**src/nvc_pkg.sv**
```systemverilog
// Package: register map, field layout and encodings of the flash config block
package nvc_pkg;
   localparam int ADDR_W = 8;
   localparam logic [7:0] OFS_CTRL = 8'h04;
   localparam logic [7:0] OFS_FLASH_PARAMETERS = 8'h08;
   localparam logic [7:0] OFS_EN_CLR = 8'h0c;
   localparam logic [7:0] OFS_EN_SET = 8'h10;
   // Control register fields
   localparam int CACHE_OFF_BIT = 18;
   localparam int POLICY_LO = 16;
   localparam int SLEEP_LO = 8;
   localparam int EXPLICIT_BIT = 7;
   localparam int WAIT_LO = 1;
   localparam int WAIT_W = 4;
   localparam logic [31:0] CTRL_MASK = 32'h0007_039e;
   localparam logic [31:0] CTRL_RESET = 32'h0000_0000;
   // Parameter register fields
   localparam int PAGE_CODE_LO = 16;
   // Event enable bits
   localparam int EN_W = 2;
   localparam int EN_ERROR = 1;
   localparam int EN_READY = 0;
   localparam logic [1:0] EN_RESET = 2'h0;
   // Miss policy codes
   localparam logic [1:0] POL_FAST = 2'h0;
   localparam logic [1:0] POL_SAVING = 2'h1;
   localparam logic [1:0] POL_EQUAL = 2'h2;
   // Sleep saving codes
   localparam logic [1:0] SLP_FIRST_FETCH = 2'h0;
   localparam logic [1:0] SLP_SLEEP_EXIT = 2'h1;
   localparam logic [1:0] SLP_OFF = 2'h3;
   localparam logic [4:0] ONE_WAIT = 5'h01;
   typedef enum logic {FS_IDLE, FS_WAIT} nvc_fetch_t;
endpackage

```
**src/nvc_cfg.sv**
```systemverilog
// Flash controller configuration, fetch timing and event-enable registers
//
// Contract
// - Cache is off while control bit 18 is one, on while zero.
// - Miss policy 0: no extra wait on a cache miss.
// - Miss policy 1: one extra wait state on each cache miss.
// - Miss policy 2: hit and miss both take the programmed wait count.
// - Sleep saving 0: low power on sleep entry, left on first fetch.
// - Sleep saving 1: low power on sleep entry, left at sleep exit.
// - Sleep saving 3: no automatic low power; code 2 reserved.
// - Auto mode: last page buffer word write starts page programming.
// - Every flash read adds the 4-bit wait count, 0 to 15; here a cache hit with cache on under policy 0 or 1 adds none.
// - Wait count resets to zero; software tunes it to the clock.
// - Reserved bits read zero; software writes them as zero.
// - Page size field 18:16 encodes 8 bytes shifted by its value.
// - Bits 15:0 of the parameter register give the page count.
// - Enable registers: error enable bit 1, ready enable bit 0.
// - Writing one at 0x0c clears that enable.
// - Writing one at 0x10 sets that enable.
// - Writing zero to either enable register changes nothing.
// - Reading either enable register returns the present enables.
// - Both views share one enable state.
// - Enables reset to zero.
// - Error flag raised on any operation, lock or command error.
// - Ready flag is one when idle, zero while erasing or programming.
`timescale 1ns/1ps
`default_nettype none
module nvc_cfg
   import nvc_pkg::*;
#(
   parameter logic [2:0] PAGE_BYTES_CODE = 3'h3,
   parameter logic [15:0] PAGE_COUNT = 16'h0100
) (
   input wire logic SYS_CLK_I,
   input wire logic RESET_N_I,
   input wire logic PSEL_I,
   input wire logic PENABLE_I,
   input wire logic PWRITE_I,
   input wire logic [ADDR_W-1:0] PADDR_I,
   input wire logic [31:0] PWDATA_I,
   output logic [31:0] PRDATA_O,
   output logic PREADY_O,
   output logic PSLVERR_O,
   input wire logic FETCH_REQ_I,
   input wire logic CACHE_HIT_I,
   output logic FETCH_DONE_O,
   output logic CACHE_OFF_O,
   output logic [1:0] MISS_POLICY_O,
   output logic [WAIT_W-1:0] READ_WAIT_COUNT_O,
   input wire logic SLEEP_I,
   output logic LOW_POWER_O,
   input wire logic PAGE_LAST_WORD_WR_I,
   output logic PAGE_PROGRAM_START_O,
   input wire logic OP_ERROR_I,
   input wire logic LOCK_ERROR_I,
   input wire logic CMD_ERROR_I,
   input wire logic ERROR_FLAG_CLR_I,
   input wire logic BUSY_I,
   output logic ERROR_FLAG_O,
   output logic READY_FLAG_O,
   output logic IRQ_O
);
   logic [31:0] ctrl_reg, ctrl_next;
   logic [EN_W-1:0] en_reg, en_next;
   logic [31:0] rdata_reg, rdata_next;
   logic ready_reg, ready_next, err_next;
   logic acc, wr_stb, hit_ok;
   logic [1:0] pol, slp;
   logic [4:0] waits, cnt_reg, cnt_next;
   nvc_fetch_t fs_reg, fs_next;
   logic done_reg, done_next;
   logic lp_reg, lp_next, sleep_reg, sleep_next;
   logic prog_reg, prog_next;
   logic eflag_reg, eflag_next, rflag_reg, rflag_next, irq_reg, irq_next;

   ////////////////////////////////////////////////////////////////////////
   // Register slave, one wait state per access
   assign acc = PSEL_I && PENABLE_I && !ready_reg;
   assign wr_stb = acc && PWRITE_I;
   assign pol = ctrl_reg[POLICY_LO +: 2];
   assign slp = ctrl_reg[SLEEP_LO +: 2];

   // Next values of the register file and bus answer
   always_comb begin
      ctrl_next = ctrl_reg;
      en_next = en_reg;
      rdata_next = rdata_reg;
      ready_next = acc;
      err_next = 1'b0;
      if (acc) begin
         rdata_next = 32'h0;
         unique case (PADDR_I)
            OFS_CTRL: begin
               if (wr_stb) begin
                  ctrl_next = PWDATA_I & CTRL_MASK;
               end
               rdata_next = ctrl_reg;
            end
            OFS_FLASH_PARAMETERS: begin
               rdata_next = {13'h0, PAGE_BYTES_CODE, PAGE_COUNT};
            end
            OFS_EN_CLR: begin
               if (wr_stb) begin
                  en_next = en_reg & ~PWDATA_I[EN_W-1:0];
               end
               rdata_next = {30'h0, en_reg};
            end
            OFS_EN_SET: begin
               if (wr_stb) begin
                  en_next = en_reg | PWDATA_I[EN_W-1:0];
               end
               rdata_next = {30'h0, en_reg};
            end
            default: begin
               err_next = 1'b1; // Unmapped offset
            end
         endcase
      end
   end
   // Register file state
   always_ff @(posedge SYS_CLK_I) begin
      if (!RESET_N_I) begin
         ctrl_reg <= CTRL_RESET;
         en_reg <= EN_RESET;
         rdata_reg <= 32'h0;
         ready_reg <= 1'b0;
         PSLVERR_O <= 1'b0;
      end else begin
         ctrl_reg <= ctrl_next;
         en_reg <= en_next;
         rdata_reg <= rdata_next;
         ready_reg <= ready_next;
         PSLVERR_O <= err_next;
      end
   end
   assign PRDATA_O = rdata_reg;
   assign PREADY_O = ready_reg;
   assign CACHE_OFF_O = ctrl_reg[CACHE_OFF_BIT];
   assign MISS_POLICY_O = pol;
   assign READ_WAIT_COUNT_O = ctrl_reg[WAIT_LO +: WAIT_W];

   ////////////////////////////////////////////////////////////////////////
   // Fetch timing: a hit is free only with the cache on and policy not 2
   assign hit_ok = CACHE_HIT_I && !ctrl_reg[CACHE_OFF_BIT];
   always_comb begin
      waits = {1'b0, ctrl_reg[WAIT_LO +: WAIT_W]};
      if (pol != POL_EQUAL && hit_ok) begin
         waits = 5'h0;
      end else if (pol == POL_SAVING) begin
         waits = waits + ONE_WAIT;
      end
   end
   // Fetch counter; done pulses 1 + waits cycles after the request
   always_comb begin
      fs_next = fs_reg;
      cnt_next = cnt_reg;
      done_next = 1'b0;
      unique case (fs_reg)
         FS_IDLE: begin
            if (FETCH_REQ_I) begin
               if (waits == 5'h0) begin
                  done_next = 1'b1;
               end else begin
                  cnt_next = waits;
                  fs_next = FS_WAIT;
               end
            end
         end
         FS_WAIT: begin
            cnt_next = cnt_reg - ONE_WAIT;
            if (cnt_reg == ONE_WAIT) begin
               done_next = 1'b1;
               fs_next = FS_IDLE;
            end
         end
      endcase
   end
   // Fetch state
   always_ff @(posedge SYS_CLK_I) begin
      if (!RESET_N_I) begin
         fs_reg <= FS_IDLE;
         cnt_reg <= 5'h0;
         done_reg <= 1'b0;
      end else begin
         fs_reg <= fs_next;
         cnt_reg <= cnt_next;
         done_reg <= done_next;
      end
   end
   assign FETCH_DONE_O = done_reg;

   ////////////////////////////////////////////////////////////////////////
   // Sleep power saving and automatic page programming
   always_comb begin
      sleep_next = SLEEP_I;
      lp_next = lp_reg;
      if (SLEEP_I && !sleep_reg && (slp == SLP_FIRST_FETCH ||
          slp == SLP_SLEEP_EXIT)) begin
         lp_next = 1'b1;
      end else if (slp == SLP_SLEEP_EXIT && !SLEEP_I && sleep_reg) begin
         lp_next = 1'b0;
      end else if (FETCH_REQ_I) begin
         lp_next = 1'b0;
      end
      // Explicit mode leaves the start to the command path
      prog_next = PAGE_LAST_WORD_WR_I && !ctrl_reg[EXPLICIT_BIT];
   end
   // Power and programming state
   always_ff @(posedge SYS_CLK_I) begin
      if (!RESET_N_I) begin
         sleep_reg <= 1'b0;
         lp_reg <= 1'b0;
         prog_reg <= 1'b0;
      end else begin
         sleep_reg <= sleep_next;
         lp_reg <= lp_next;
         prog_reg <= prog_next;
      end
   end
   assign LOW_POWER_O = lp_reg;
   assign PAGE_PROGRAM_START_O = prog_reg;

   ////////////////////////////////////////////////////////////////////////
   // Event flags and interrupt; a new error beats a clear in one cycle
   always_comb begin
      eflag_next = eflag_reg;
      if (ERROR_FLAG_CLR_I) begin
         eflag_next = 1'b0;
      end
      if (OP_ERROR_I || LOCK_ERROR_I || CMD_ERROR_I) begin
         eflag_next = 1'b1;
      end
      rflag_next = !BUSY_I;
      irq_next = (eflag_next && en_next[EN_ERROR]) ||
         (rflag_next && en_next[EN_READY]);
   end
   // Flag state
   always_ff @(posedge SYS_CLK_I) begin
      if (!RESET_N_I) begin
         eflag_reg <= 1'b0;
         rflag_reg <= 1'b0;
         irq_reg <= 1'b0;
      end else begin
         eflag_reg <= eflag_next;
         rflag_reg <= rflag_next;
         irq_reg <= irq_next;
      end
   end
   assign ERROR_FLAG_O = eflag_reg;
   assign READY_FLAG_O = rflag_reg;
   assign IRQ_O = irq_reg;
endmodule
`default_nettype wire

```
**config.mk**
```make
export PLATFORM = sky130hd
export DESIGN_NAME = nvc_cfg
export DESIGN_NICKNAME = d
export VERILOG_FILES = /design/src/nvc_pkg.sv /design/src/nvc_cfg.sv
export SDC_FILE = /design/constraint.sdc
export NUM_CORES = 1
export LEC_CHECK = 0
export BUFFER_PORTS_ARGS = -buffer_cell sky130_fd_sc_hd__buf_2
export CAP_MARGIN = 20
export CELL_PAD_IN_SITES_DETAIL_PLACEMENT = 0
export CELL_PAD_IN_SITES_GLOBAL_PLACEMENT = 1
export CORE_ASPECT_RATIO = 0.75
export CORE_MARGIN = 5
export CORE_UTILIZATION = 32
export DETAILED_ROUTE_END_ITERATION = 10
export PLACE_DENSITY = 0.81
export SYNTH_ARGS = -nofsm -noshare
export SYNTH_HDL_FRONTEND = slang
export SYNTH_SLANG_ARGS = --single-unit
```
**constraint.sdc**
```tcl
create_clock -name SYS_CLK_I -period 1.97 [get_ports SYS_CLK_I]
set_input_delay 0.2955 -clock SYS_CLK_I [delete_from_list [all_inputs] [get_ports SYS_CLK_I]]
set_output_delay 0.2955 -clock SYS_CLK_I [all_outputs]
set_load 0.02 [all_outputs]
```
# ---- After elaboration in Yosys (flattened, before gate mapping)
# Cells that the tools add are included.
dict set report word_totals {
  romBits 0
  ramBits 0
  ff_bits 59
  elab_cells 84
  memories 0
  latchBits 0
  input_bits 54
  output_inout_bits 47
}
dict set report op_classes {
  n_reduce_logical 30
  shifts 0
  n_mul 0
  n_div 0
  add_sub_neg 2
  bitwise_logic 4
  n_mux 24
  magnitude_cmp 0
  n_eq_ne 10
}
# operator count
set ops {}
lappend ops {{$pmux 19 s3} 1}
lappend ops {{$mux 5} 4}
lappend ops {{$eq 8x4->1 const B} 2}
lappend ops {{$logic_and 1x1->1} 12}
lappend ops {{$mux 1} 12}
lappend ops {{$pmux 5 s2} 1}
lappend ops {{$eq 8x3->1 const B} 1}
lappend ops {{$eq 8x5->1 const B} 1}
lappend ops {{$logic_not 1->1} 6}
lappend ops {{$mux 2} 3}
lappend ops {{$ne 2x2->1 const B} 3}
lappend ops {{$add 4x1->5 const B} 1}
lappend ops {{$eq 5x1->1 const B} 1}
lappend ops {{$logic_not 5->1} 1}
lappend ops {{$sub 5x1->5 const B} 1}
lappend ops {{$eq 2x1->1 const B} 2}
lappend ops {{$logic_or 1x1->1} 4}
lappend ops {{$pmux 1 s2} 2}
lappend ops {{$pmux 2 s2} 1}
lappend ops {{$reduce_and 2->1} 2}
lappend ops {{$reduce_or 4->1} 1}
lappend ops {{$reduce_and 3->1} 1}
lappend ops {{$reduce_bool 3->1} 1}
lappend ops {{$and 2x2->2} 1}
lappend ops {{5 further kinds} 5}

# ---- Longest topological paths before layout
# Gate-level depths: netlist of the first run.
dict set report logic_depth {
  ltp_word 8
  ltp_mapped 7
  depth_no_buf 7
}

# ---- Worst setup path after synthesis of the first run
# OpenSTA, ideal clock, no wires.
dict set report synth_path {
  kind {register to register}
  startpoint {reg ctrl_reg[1]}
  endpoint {reg cnt_reg[0]}
  setup_slack_ns 0.230
  period_less_slack_ns 1.740
  path_buffers 0
  t_required_ns 1.867
  stages_incl_launch_ff 6
  t_arrival_ns 1.637
  path_cell_list {dfxtp_1 > ha_1 > or4b_1 > nand4_2 > a311oi_1 > a2111oi_2}
}
dict set report synth_between {
  elab_chain_len 6
  elab_cells_between_ends 9
  cone_classes {add/sub (1); eq/ne (1); mux (5); reduce/logical (2)}
}
# element line_no
set synth_rtl {}
lappend synth_rtl {{start, declared} nvc_cfg.sv:63} ;# logic [31:0] ctrl_reg, ctrl_next;
lappend synth_rtl {{start signal, assigned} nvc_cfg.sv:129} ;# ctrl_reg <= ctrl_next;
lappend synth_rtl {{$add 4x1->5} nvc_cfg.sv:150} ;# waits = waits + ONE_WAIT;
lappend synth_rtl {{$mux 5 *} nvc_cfg.sv:149} ;# end else if (pol == POL_SAVING) begin
lappend synth_rtl {{$mux 5 *} nvc_cfg.sv:147} ;# if (pol != POL_EQUAL && hit_ok) begin
lappend synth_rtl {{$logic_not 5->1 or $mux 5 (tied branches)} nvc_cfg.sv:161} ;# if (waits == 5'h0) begin
lappend synth_rtl {{$ne 2x2->1 (no source line) or $mux 5 (tied branches)} n/a}
lappend synth_rtl {{$reduce_and 2->1 (no source line) or $pmux 5 s2 (tied branches)} n/a}
lappend synth_rtl {{end signal, assigned} nvc_cfg.sv:186} ;# cnt_reg <= cnt_next;
lappend synth_rtl {{end, declared} nvc_cfg.sv:69} ;# logic [4:0] waits, cnt_reg, cnt_next;
# Mark *: on every way between the ends. The rest lies on a longest branch, timed or not. The select of a mux whose other input is x is not followed.
# A chain may end at the register's enable or synchronous reset.

# ---- Worst setup path after layout of the first run
# Same ends and word-level chain as after synthesis.

==> impl_table.tex, run 1 <==
\begin{tabular}{lr}
\hline
Metric & Value \\
\hline
\multicolumn{2}{l}{\textbf{Yosys}} \\
Count of warnings emitted by yosys & 0 \\
Commonest register cell after synthesis & dfxtp\_1 \\
Post-synth EDFFs & 0 \\
Leading area contributor after synthesis & dfxtp\_1 \\
Count of distinct cell types in the synthesized netlist & 49 \\
Simple-Gate Fraction of Synth Area & 0.269 \\
Synth Area per Inst & between 7 and 8 µm² \\
Leading cell types by total area after synthesis & dfxtp\_1 (37\%), buf\_4 (9.8\%), nand2\_1 (7.1\%) \\
Proportion of netlist area held by the largest area contributor & 0.370 \\
Multiplexer area fraction after synthesis & 0.0152 \\
Combinational family with the most area after synthesis & simple AND/OR/NAND/NOR gates \\
Number of cells produced by synthesis & 260 \\
Cell area after synthesis & a little over 0.002 mm² \\
Complex-gate fraction of the synthesized area & 0.181 \\
Post-synthesis adder-cell area fraction & 0.0182 \\
Async SR Flop Fraction & 0 \\
Xor and xnor fraction of the mapped netlist area & 0.0170 \\
FF+latch count, synth & 38 \\
Portion of the post-synthesis area used by sequential elements & 0.370 \\
\multicolumn{2}{l}{\textbf{Worst setup path}} \\
Timing startpoint of the critical path & ctrl\_reg[1] \\
Number of logic stages on the critical path including buffering & 5 \\
Slack of the worst reg-to-reg path & between 0.15 and 0.2 ns \\
Critical-path cell list & ha\_2 -> or4\_1 -> nand4\_1 -> a311oi\_2 -> a2111oi\_2 \\
Critical path destination & cnt\_reg[0] \\
Crit-path slowest cell & or4\_1 \\
Origin of the critical flop-to-flop path & ctrl\_reg[1] \\
Top delay family on crit path & simple AND/OR/NAND/NOR gates \\
Worst R2R End & cnt\_reg[0] \\
CP bufs+invs & 0 \\
Element type at the critical path start & flop \\
Kind of capture point of the worst setup path & flop \\
Max incr delay on CP & around 0.55 ns \\
Arrival time at the worst endpoint & between 1.5 and 2 ns \\
Top fanout value on the critical path & 6 \\
Crit path required time & 2.15 ns \\
Worst-case reg-to-reg path depth & 5 \\
Type of the worst setup path & flop to flop \\
\multicolumn{2}{l}{\textbf{Clock tree}} \\
Clock sinks & 38 \\
Cell at the root of the clock tree & clkbuf\_8 \\
Max Root-Sink Buffers & 2 \\
Total CTS buffers & 5 \\
Number of setup buffers added after CTS & 0 \\
Number of levels the H-tree was split into & 2 \\
Count of hold-fix buffers inserted at cts & 0 \\
TritonCTS clock tree & yes \\
Number of instances resized during post-cts repair & 0 \\
Worst-skew pair later-pin latency & 0.28 ns \\
Clock slew at the register clock pins of the worst setup and hold paths & around 0.070 ns \\
\multicolumn{2}{l}{\textbf{Power and ir drop}} \\
Worst vdd rail ir drop & 0.198 mV \\
Share of total power in combinational logic & 0.114 \\
Static Leakage & $\sim$0.0011 µW \\
Switching power total & between 300 and 400 µW \\
Internal power contribution & between 1000 and 1500 µW \\
Power per standard cell area & approximately 600 mW/mm² \\
Seq pwr share & 0.532 \\
Clk pwr share & 0.354 \\
Fraction of power spent switching nets & 0.252 \\
\multicolumn{2}{l}{\textbf{STA}} \\
Highest attainable clock frequency & around 0.55 GHz \\
Final-report setup violation count & 0 \\
Final Slew Violations & 0 \\
Final critical-path required period & 1.81 ns \\
RSZ-0062 raised after global routing & no \\
Final Hold Violating Endpoints & 0 \\
Final setup margin & between 0.15 and 0.2 ns \\
Summed negative setup slack over all endpoints & 0 ns \\
Worst Clk Skew & around 0.0022 ns \\
Final worst-path cycle share & 0.919 \\
\multicolumn{2}{l}{\textbf{Detailed routing}} \\
DR vias/cell & approximately 4.8 \\
Iter 0 DRT Violations & approximately 130 \\
Total vias in the final route & $\sim$1,900 \\
Aggregate routed wire length & between 5 and 6 mm \\
Remaining antenna violation count & 0 \\
Average wire per standard cell & about 13 µm \\
First-pass iteration count of the detailed router & 4 \\
Number of remaining DRC errors & 0 \\
\multicolumn{2}{l}{\textbf{Place}} \\
Pre-CTS WS & slightly above 0.09 ns \\
Port Buffer Count & 58 \\
Placed standard-cell area & roughly 0.0024 mm² \\
Final HPWL DP & 4.21 mm \\
Routability congestion estimate & between 0.8 and 0.9 \\
\multicolumn{2}{l}{\textbf{Finish}} \\
Number of nets in the layout & 376 \\
Layout cell share with drive strength beyond 1 & 0.255 \\
Cell area after layout & 0.00245 mm² \\
Area growth from synthesis to layout & 19.3\% \\
Flip-flop count of the largest register after layout & 11 \\
Antenna cells & 0 \\
\multicolumn{2}{l}{\textbf{Floorplan}} \\
Count of standard-cell rows & 25 \\
Starting density of the core & 0.327 \\
Die Footprint & between 0.008 and 0.009 mm² \\
Die Span Y & between 70 and 80 µm \\
Width of the die & 103 µm \\
Core area & 0.00629 mm² \\
Ports & between 100 and 150 \\
\multicolumn{2}{l}{\textbf{GRT}} \\
Grt total ovfl & 0 \\
Initial antenna violation count & 0 \\
Pin count of the biggest net entering global routing & 16 \\
Global-route wire length before repair & around 8.7 mm \\
Global-route total usage across every layer & 0.136 \\
Number of global-route vias before repair & approximately 1,800 \\
\multicolumn{2}{l}{\textbf{Outcome}} \\
Status & finished, final reports clean \\
\multicolumn{2}{l}{\textbf{Job}} \\
Max-capacitance violation count & 0 \\
\multicolumn{2}{l}{\textbf{Hold path}} \\
Worst hold-check path type & input port to flop \\
HP Start & BUSY\_I \\
\hline
\end{tabular}
## worst min-delay path by stage
stage	slack, ns	to	cells after the start
after floorplan	0.38	READY_FLAG_O	1
after global placement	0.43	PAGE_PROGRAM_START_O	1
after detailed placement	0.43	PAGE_PROGRAM_START_O	1
after CTS	0.20	READY_FLAG_O	2
after global routing	0.20	READY_FLAG_O	2
final	0.20	READY_FLAG_O	2
## area by class of cell
class	instances	area (µm²)
Timing Repair Buffer	68	365
Inverter	7	26.3
Fill cell	665	3830
Tap cell	81	101
Multi-Input combinational cell	199	1120
Sequential cell	38	762
Clock buffer	6	82.6
## through the flow
step | hold slack [ns] | util | power, µW | cells
finish | 0.202 | 0.390 | 1480 | 399
global route | 0.202 | 0.390 | 1560 | 399
CTS | 0.196 | 0.389 | 1490 | 399
detailed placement | 0.433 | 0.376 | 970 | 393
global placement | 0.426 | 0.376 | 969 | 393
floorplan | 0.380 | - | 932 | 280
## routing by layer
layer,GRT usage,vias up,share of wire
met5,0,-,0
met4,0.0446,0,0.015
met3,0.0341,6,0.080
met2,0.190,73,0.41
met1,0.201,833,0.49
li1,-,984,-
## Yosys cell counts, drive strengths merged (7+ instances only)
| cell | n |
|---|---|
| nor2b | 7 |
| a21oi | 24 |
| nand2 | 39 |
| nor2 | 18 |
| clkbuf | 8 |
| o21ai | 12 |
| nand4 | 9 |
| buf | 28 |
| nand3 | 8 |
| dfxtp | 38 |
## power groups by stage
stage	Sequential, µW	Clock, µW	Combinational [µW]
final	785	523	168
after global routing	787	585	184
after CTS	785	536	167
after detailed placement	803	0	167
after global placement	803	0	166
after floorplan	817	0	115
## kinds of logic after synthesis
group,Yosys count
buffers and inverters,43
flip-flops,38
adder cells (fa/ha/maj),3
multiplexers,3
AND/OR/NAND/NOR,109
other,1
XOR/XNOR,4
AO/OA/AOI/OAI,59
## placed cells by master, fill, tap and decap left out, drive strengths merged, types with 2 or more instances in the layout
cell / netlist / final
nand3: 8 / 8
nand3b: 2 / 2
o2111ai: 2 / 2
clkbuf: 8 / 6
a21oi: 24 / 24
mux2i: 2 / 2
nand4: 9 / 9
nor2b: 7 / 7
dfxtp: 38 / 38
nand2: 39 / 39
nor2: 18 / 18
conb: 1 / 21
xnor2: 2 / 2
a22oi: 6 / 6
a31oi: 2 / 2
or4: 3 / 3
and3b: 2 / 2
ha: 3 / 3
xor2: 2 / 2
and2: 3 / 3
nand2b: 6 / 6
inv: 6 / 6
a22o: 2 / 2
buf: 28 / 68
nor3: 6 / 6
o21ai: 12 / 12
a21boi: 2 / 2
(Power assumes the default switching activity.)
==> run 2, diff against run 1 <==
--- a/config.mk
+++ b/config.mk
@@ -5,7 +5,7 @@
 export SDC_FILE = /design/constraint.sdc
 export NUM_CORES = 1
 export LEC_CHECK = 0
-export BUFFER_PORTS_ARGS = -buffer_cell sky130_fd_sc_hd__buf_2
+export BUFFER_PORTS_ARGS = -buffer_cell sky130_fd_sc_hd__buf_4
 export CAP_MARGIN = 20
 export CELL_PAD_IN_SITES_DETAIL_PLACEMENT = 0
 export CELL_PAD_IN_SITES_GLOBAL_PLACEMENT = 1
==> run 2 against run 1 <==
  * Via count up 0.84%
  * Final cell count grew 0.75%
  * Setup slack improved by 0.011 ns
  * Register-to-register slack hardly changed
  * Non-clock buffer count up 1
  * Fmax increased by 0.63%
  * Critical path depth unchanged
  * Sequential cell count unchanged
  * Clock skew is 0.0033 ns higher
  * Sequential share of layout area shrank 2.4 points
  * Critical path type unchanged
  * Highest routed layer unchanged
==> impl_table.tex, run 2 (synthesized netlist as in run 1, its figures left out) <==
\begin{tabular}{lr}
\hline
Metric & Value \\
\hline
\multicolumn{2}{l}{\textbf{Outcome}} \\
Status & finished, final reports clean \\
\multicolumn{2}{l}{\textbf{Place}} \\
Routability congestion estimate & 0.825 (-3.6\%) \\
Port Buffer Count & 58 (unchanged) \\
Final HPWL DP & 4.24 mm (+0.72\%) \\
\multicolumn{2}{l}{\textbf{GRT}} \\
Pin count of the biggest net entering global routing & 17 (+1) \\
Grt total ovfl & 0 (unchanged) \\
Global-route total usage across every layer & 0.137 (+0.00101) \\
Initial antenna violation count & 0 (unchanged) \\
Global-route wire length before repair & 8.89 mm (+2.0\%) \\
Number of global-route vias before repair & 1,835 (+4.7\%) \\
\multicolumn{2}{l}{\textbf{Worst setup path}} \\
Timing startpoint of the critical path & ctrl\_reg[1] \\
Slack of the worst reg-to-reg path & 0.17 ns (about the same) \\
Arrival time at the worst endpoint & 1.98 ns (about the same) \\
Type of the worst setup path & flop to flop \\
Top fanout value on the critical path & 6 (unchanged) \\
Worst-case reg-to-reg path depth & 5 (unchanged) \\
Max incr delay on CP & 0.55 ns (about the same) \\
Critical path destination & cnt\_reg[0] \\
Crit path required time & 2.15 ns (about the same) \\
Element type at the critical path start & flop \\
Origin of the critical flop-to-flop path & ctrl\_reg[1] \\
Worst R2R End & cnt\_reg[0] \\
Critical-path cell list & ha\_2 -> or4\_1 -> nand4\_1 -> a311oi\_1 -> a2111oi\_2 \\
Kind of capture point of the worst setup path & flop \\
Crit-path slowest cell & or4\_1 \\
\multicolumn{2}{l}{\textbf{Clock tree}} \\
TritonCTS clock tree & yes \\
Worst-skew pair later-pin latency & 0.28 ns (about the same) \\
Cell at the root of the clock tree & clkbuf\_8 \\
Number of setup buffers added after CTS & 0 (unchanged) \\
Total CTS buffers & 5 (unchanged) \\
Number of instances resized during post-cts repair & 0 (unchanged) \\
Max Root-Sink Buffers & 2 (unchanged) \\
Clock sinks & 38 (unchanged) \\
Number of levels the H-tree was split into & 2 (unchanged) \\
Count of hold-fix buffers inserted at cts & 0 (unchanged) \\
Clock slew at the register clock pins of the worst setup and hold paths & 0.07 ns (about the same) \\
\multicolumn{2}{l}{\textbf{Detailed routing}} \\
Remaining antenna violation count & 0 (unchanged) \\
Total vias in the final route & 1,912 (+0.84\%) \\
First-pass iteration count of the detailed router & 4 (unchanged) \\
DR vias/cell & 4.76 (about the same) \\
Aggregate routed wire length & 5.30 mm (-0.92\%) \\
Iter 0 DRT Violations & 81 (-40\%) \\
Average wire per standard cell & 13.2 µm (-1.7\%) \\
Number of remaining DRC errors & 0 (unchanged) \\
\multicolumn{2}{l}{\textbf{STA}} \\
Final Slew Violations & 0 (unchanged) \\
Summed negative setup slack over all endpoints & 0 ns (unchanged) \\
Worst Clk Skew & 0.00548 ns (+0.00328 ns) \\
Final-report setup violation count & 0 (unchanged) \\
WHS & 0.184 ns (-0.0182 ns) \\
Final critical-path required period & 1.80 ns (-0.0112 ns) \\
Final Hold Violating Endpoints & 0 (unchanged) \\
Final worst-path cycle share & 0.913 (-0.00571) \\
Highest attainable clock frequency & 0.556 GHz (+0.63\%) \\
RSZ-0062 raised after global routing & no \\
\multicolumn{2}{l}{\textbf{Finish}} \\
Most frequent cells in the layout & buf\_4 (69), nand2\_1 (39), dfxtp\_1 (38) \\
Footprint of the flip-flops and latches & 761 µm² (-0.16\%) \\
Number of nets in the layout & 377 (+0.27\%) \\
Antenna cells & 0 (unchanged) \\
Layout cell share with drive strength beyond 1 & 0.255 (+0.000735) \\
Commonest non-fill, non-tap cell in the layout & buf\_4 \\
Utilization after layout & 0.423 (+0.0326) \\
Flip-flop count of the largest register after layout & 11 (unchanged) \\
Area growth from synthesis to layout & 29.2\% \\
Area occupied by multi-input gates & 0.00111 mm² (-0.56\%) \\
Fill cell count & 646 (-2.9\%) \\
\multicolumn{2}{l}{\textbf{Floorplan}} \\
Starting density of the core & 0.327 (unchanged) \\
Ports & 101 (unchanged) \\
Core area & 0.00629 mm² (unchanged) \\
Die Span Y & 79.5 µm (unchanged) \\
Count of standard-cell rows & 25 (unchanged) \\
Die Footprint & 0.00815 mm² (unchanged) \\
Width of the die & 103 µm (unchanged) \\
\multicolumn{2}{l}{\textbf{Job}} \\
Max-capacitance violation count & 0 (unchanged) \\
\multicolumn{2}{l}{\textbf{Power and ir drop}} \\
Static Leakage & 0.00111 µW (+5.8\%) \\
Worst vdd rail ir drop & 0.403 mV (+100\%) \\
Power per standard cell area & 673 mW/mm² (+12\%) \\
Total design power & 1790 µW (+21\%) \\
\multicolumn{2}{l}{\textbf{Hold path}} \\
Worst hold-check path type & input port to flop \\
\hline
\end{tabular}
-- run 2: cell count changes in the layout (fill, tap and decap cells not counted), sizes merged --
cell / change
bufinv: +2
buf: +1
-- run 2: area by class of cell --
type                       count  area share
clock buffer                   6      0.0310
sequential                    38       0.286
timing repair buffer          69       0.195
multi-input combinational    199       0.418
clock inverter                 2      0.0226
inverter                       7     0.00988
tap                           81      0.0381
-- run 2: worst max-delay path, delay by kind of cell, from the launching register on --
family	cells	cell delay (ns)
AND/OR/NAND/NOR	2	0.70
flip-flops	1	0.37
AO/OA/AOI/OAI	2	0.38
adder cells (fa/ha/maj)	1	0.25
-- run 2: layer usage --
metal	vias up	track usage	share of wire
met1	858	0.205	0.49
met3	2	0.0262	0.077
li1	988	-	-
met2	64	0.197	0.42
met4	0	0.0393	0.0075
met5	-	0	0
-- run 2: how the worst min path moves through the flow --
stage,slack [ns],cells past startpoint,startpoint,to
finish,0.18,2,BUSY_I,READY_FLAG_O
global route,0.19,2,BUSY_I,READY_FLAG_O
CTS,0.17,2,BUSY_I,READY_FLAG_O
detailed placement,0.44,1,ctrl_reg[7],PAGE_PROGRAM_START_O
global placement,0.43,1,ctrl_reg[7],PAGE_PROGRAM_START_O
floorplan,0.38,1,BUSY_I,READY_FLAG_O
-- run 2: where the power goes --
group          switching (µW)  leakage, µW  internal, µW
Combinational             114     0.000733          77.5
Sequential               5.14     0.000308           780
Clock                     274    0.0000714           540
Total                     392      0.00111          1400
-- run 2: per-stage QoR --
stage	setup slack (ns)	cell area (µm²)	instances
final	0.171	2660	402
after CTS	0.109	2660	402
after global placement	0.151	2510	394
after detailed placement	0.114	2510	394
after floorplan	0.230	2130	280
after global routing	0.0304	2660	402
==> run 3, diff against run 2 <==
--- a/config.mk
+++ b/config.mk
@@ -9,7 +9,7 @@
 export CAP_MARGIN = 20
 export CELL_PAD_IN_SITES_DETAIL_PLACEMENT = 0
 export CELL_PAD_IN_SITES_GLOBAL_PLACEMENT = 1
-export CORE_ASPECT_RATIO = 0.75
+export CORE_ASPECT_RATIO = 0.8
 export CORE_MARGIN = 5
 export CORE_UTILIZATION = 32
 export DETAILED_ROUTE_END_ITERATION = 10
==> run 3 against run 2 <==
  * Utilization decreased by 0.36 points
  * Critical path type unchanged
  * Count of clock-buffer cells in the layout decreased by 1
  * Critical path depth increased by 1
  * Power decreased by 9.0%
  * Critical endpoint is now cnt_reg[1]
  * Clock skew increased by 0.0011 ns
==> impl_table.tex, run 3 (synthesized netlist as in run 1, its figures left out) <==
\begin{tabular}{lr}
\hline
Metric & Value \\
\hline
\multicolumn{2}{l}{\textbf{Place}} \\
Final HPWL DP & 4.26 mm (+0.51\%) \\
Port Buffer Count & 58 (unchanged) \\
Routability congestion estimate & 0.815 (-1.2\%) \\
Placed standard-cell area & 0.00252 mm² (+0.15\%) \\
Pre-CTS WS & 0.146 ns (+0.0327 ns) \\
\multicolumn{2}{l}{\textbf{Detailed routing}} \\
Iter 0 DRT Violations & 130 (+60\%) \\
First-pass iteration count of the detailed router & 4 (unchanged) \\
Number of remaining DRC errors & 0 (unchanged) \\
Average wire per standard cell & 13.4 µm (+1.9\%) \\
DR vias/cell & 4.85 (+2.0\%) \\
Aggregate routed wire length & 5.45 mm (+2.9\%) \\
Total vias in the final route & 1,970 (+3.0\%) \\
Remaining antenna violation count & 0 (unchanged) \\
\multicolumn{2}{l}{\textbf{STA}} \\
Final worst-path cycle share & 0.953 (+0.0401) \\
Final-report setup violation count & 0 (unchanged) \\
Final setup margin & 0.0921 ns (-0.0791 ns) \\
Summed negative setup slack over all endpoints & 0 ns (unchanged) \\
Final Hold Violating Endpoints & 0 (unchanged) \\
Worst Clk Skew & 0.00653 ns (+0.00106 ns) \\
Final Slew Violations & 0 (unchanged) \\
Final critical-path required period & 1.88 ns (+0.0791 ns) \\
Highest attainable clock frequency & 0.532 GHz (-4.2\%) \\
\multicolumn{2}{l}{\textbf{Clock tree}} \\
Number of levels the H-tree was split into & 2 (unchanged) \\
Clock slew at the register clock pins of the worst setup and hold paths & 0.08 ns (about the same) \\
Worst-skew pair later-pin latency & 0.29 ns (about the same) \\
Total CTS buffers & 5 (unchanged) \\
Max Root-Sink Buffers & 2 (unchanged) \\
Clock sinks & 38 (unchanged) \\
Cell at the root of the clock tree & clkbuf\_8 \\
TritonCTS clock tree & yes \\
\multicolumn{2}{l}{\textbf{GRT}} \\
Initial antenna violation count & 0 (unchanged) \\
Grt total ovfl & 0 (unchanged) \\
Global-route total usage across every layer & 0.132 (-0.00503) \\
Global-route wire length before repair & 8.67 mm (-2.6\%) \\
Pin count of the biggest net entering global routing & 15 (-2) \\
Number of global-route vias before repair & 1,805 (-1.6\%) \\
\multicolumn{2}{l}{\textbf{Worst setup path}} \\
Type of the worst setup path & flop to flop \\
Slack of the worst reg-to-reg path & 0.09 ns (-0.08 ns) \\
Kind of capture point of the worst setup path & flop \\
Element type at the critical path start & flop \\
Worst-case reg-to-reg path depth & 6 (+1) \\
Arrival time at the worst endpoint & 2.07 ns (+0.09 ns) \\
Crit path required time & 2.17 ns (+0.02 ns) \\
CP bufs+invs & 1 (+1) \\
Top delay family on crit path & simple AND/OR/NAND/NOR gates \\
Critical-path cell list & ha\_2 -> or4\_1 -> nand4\_1 -> buf\_4 -> nand4\_1 -> a221oi\_1 \\
Crit-path slowest cell & or4\_1 \\
Top fanout value on the critical path & 6 (unchanged) \\
Worst R2R End & cnt\_reg[1] \\
Origin of the critical flop-to-flop path & ctrl\_reg[1] \\
Most frequent cell on the critical path & nand4\_1 \\
Max incr delay on CP & 0.53 ns (-0.02 ns) \\
\multicolumn{2}{l}{\textbf{Finish}} \\
Layout cell share with drive strength beyond 1 & 0.270 (+0.0147) \\
Number of nets in the layout & 378 (+0.27\%) \\
Fill cell count & 660 (+2.2\%) \\
Antenna cells & 0 (unchanged) \\
Cell area after layout & 0.00265 mm² (-0.47\%) \\
Commonest non-fill, non-tap cell in the layout & buf\_4 \\
Flip-flop count of the largest register after layout & 11 (unchanged) \\
Utilization after layout & 0.420 (-0.00358) \\
Most frequent cells in the layout & buf\_4 (70), nand2\_1 (39), dfxtp\_1 (35) \\
Area growth from synthesis to layout & 28.6\% \\
\multicolumn{2}{l}{\textbf{Hold path}} \\
Worst hold-check path type & input port to flop \\
Endpoint with the worst hold slack & READY\_FLAG\_O \\
HP Start & BUSY\_I \\
Hold Crit Depth & 2 (unchanged) \\
\multicolumn{2}{l}{\textbf{Floorplan}} \\
Width of the die & 99.7 µm (-2.9\%) \\
Die Span Y & 81.7 µm (+2.9\%) \\
Starting density of the core & 0.326 (-0.00123) \\
Count of standard-cell rows & 26 (+4.0\%) \\
Ports & 101 (unchanged) \\
Core area & 0.00631 mm² (+0.38\%) \\
Die Footprint & 0.00815 mm² (about the same) \\
\multicolumn{2}{l}{\textbf{Power and ir drop}} \\
Worst vdd rail ir drop & 0.306 mV (-24\%) \\
Static Leakage & 0.00111 µW (-0.68\%) \\
Total design power & 1630 µW (-9.0\%) \\
Power per standard cell area & 615 mW/mm² (-8.5\%) \\
\multicolumn{2}{l}{\textbf{Outcome}} \\
Status & finished, final reports clean \\
\multicolumn{2}{l}{\textbf{Job}} \\
Max-capacitance violation count & 0 (unchanged) \\
\hline
\end{tabular}
-- run 3: how the worst max path moves through the flow --
stage	from	endpoint	slack (ns)	cells after the start
global route	ctrl_reg[1]	cnt_reg[0]	-0.01	5
finish	ctrl_reg[1]	cnt_reg[1]	0.09	6
floorplan	ctrl_reg[1]	cnt_reg[0]	0.23	5
global placement	ctrl_reg[1]	cnt_reg[0]	0.15	5
CTS	ctrl_reg[1]	cnt_reg[1]	0.12	5
detailed placement	ctrl_reg[1]	cnt_reg[0]	0.15	5
-- run 3: metal layers --
| layer | global-route usage | wire length (µm) | vias up |
|---|---|---|---|
| met5 | 0 | 0 | - |
| met4 | 0.0368 | 31 | 0 |
| met3 | 0.0314 | 329 | 5 |
| met2 | 0.201 | 2310 | 58 |
| met1 | 0.186 | 2790 | 920 |
| li1 | - | - | 987 |
-- run 3: what timing repair did --
action | CTS | global route
endpoints found under the hold margin | 0 | 0
endpoints found under the setup margin | 0 | 1
buffers inserted | 0 | 1
hold buffers | 0 | 0
gates resized for setup | 0 | 6
-- run 3: power by group --
| part | internal [µW] | leakage (µW) | switching, µW | total [µW] |
|---|---|---|---|---|
| logic | 77.4 | 0.000737 | 114 | 192 |
| clock network | 373 | 0.0000579 | 280 | 652 |
| registers | 780 | 0.000310 | 5.58 | 786 |
| total | 1230 | 0.00111 | 399 | 1630 |
-- run 3: area by class of cell --
class                           instances  area (µm²)  area share
Multi-Input combinational cell        199        1120       0.422
Inverter                                7        26.3     0.00992
Timing Repair Buffer                   70         526       0.198
Tap cell                               84         105      0.0397
Clock buffer                            5        68.8      0.0260
Clock inverter                          3        40.0      0.0151
Sequential cell                        38         764       0.289
-- run 3: worst register-to-register path: stages, from the launching register on --
cell      delay (ns)
dfxtp_2         0.35
ha_2            0.22
or4_1           0.53
nand4_1         0.19
buf_4           0.14
nand4_1         0.08
a221oi_1        0.27
-- run 3: metrics by stage --
stage               cells  hold slack [ns]
finish                406            0.178
global route          406            0.170
CTS                   405            0.172
detailed placement    397            0.443
global placement      397            0.430
floorplan             280            0.380
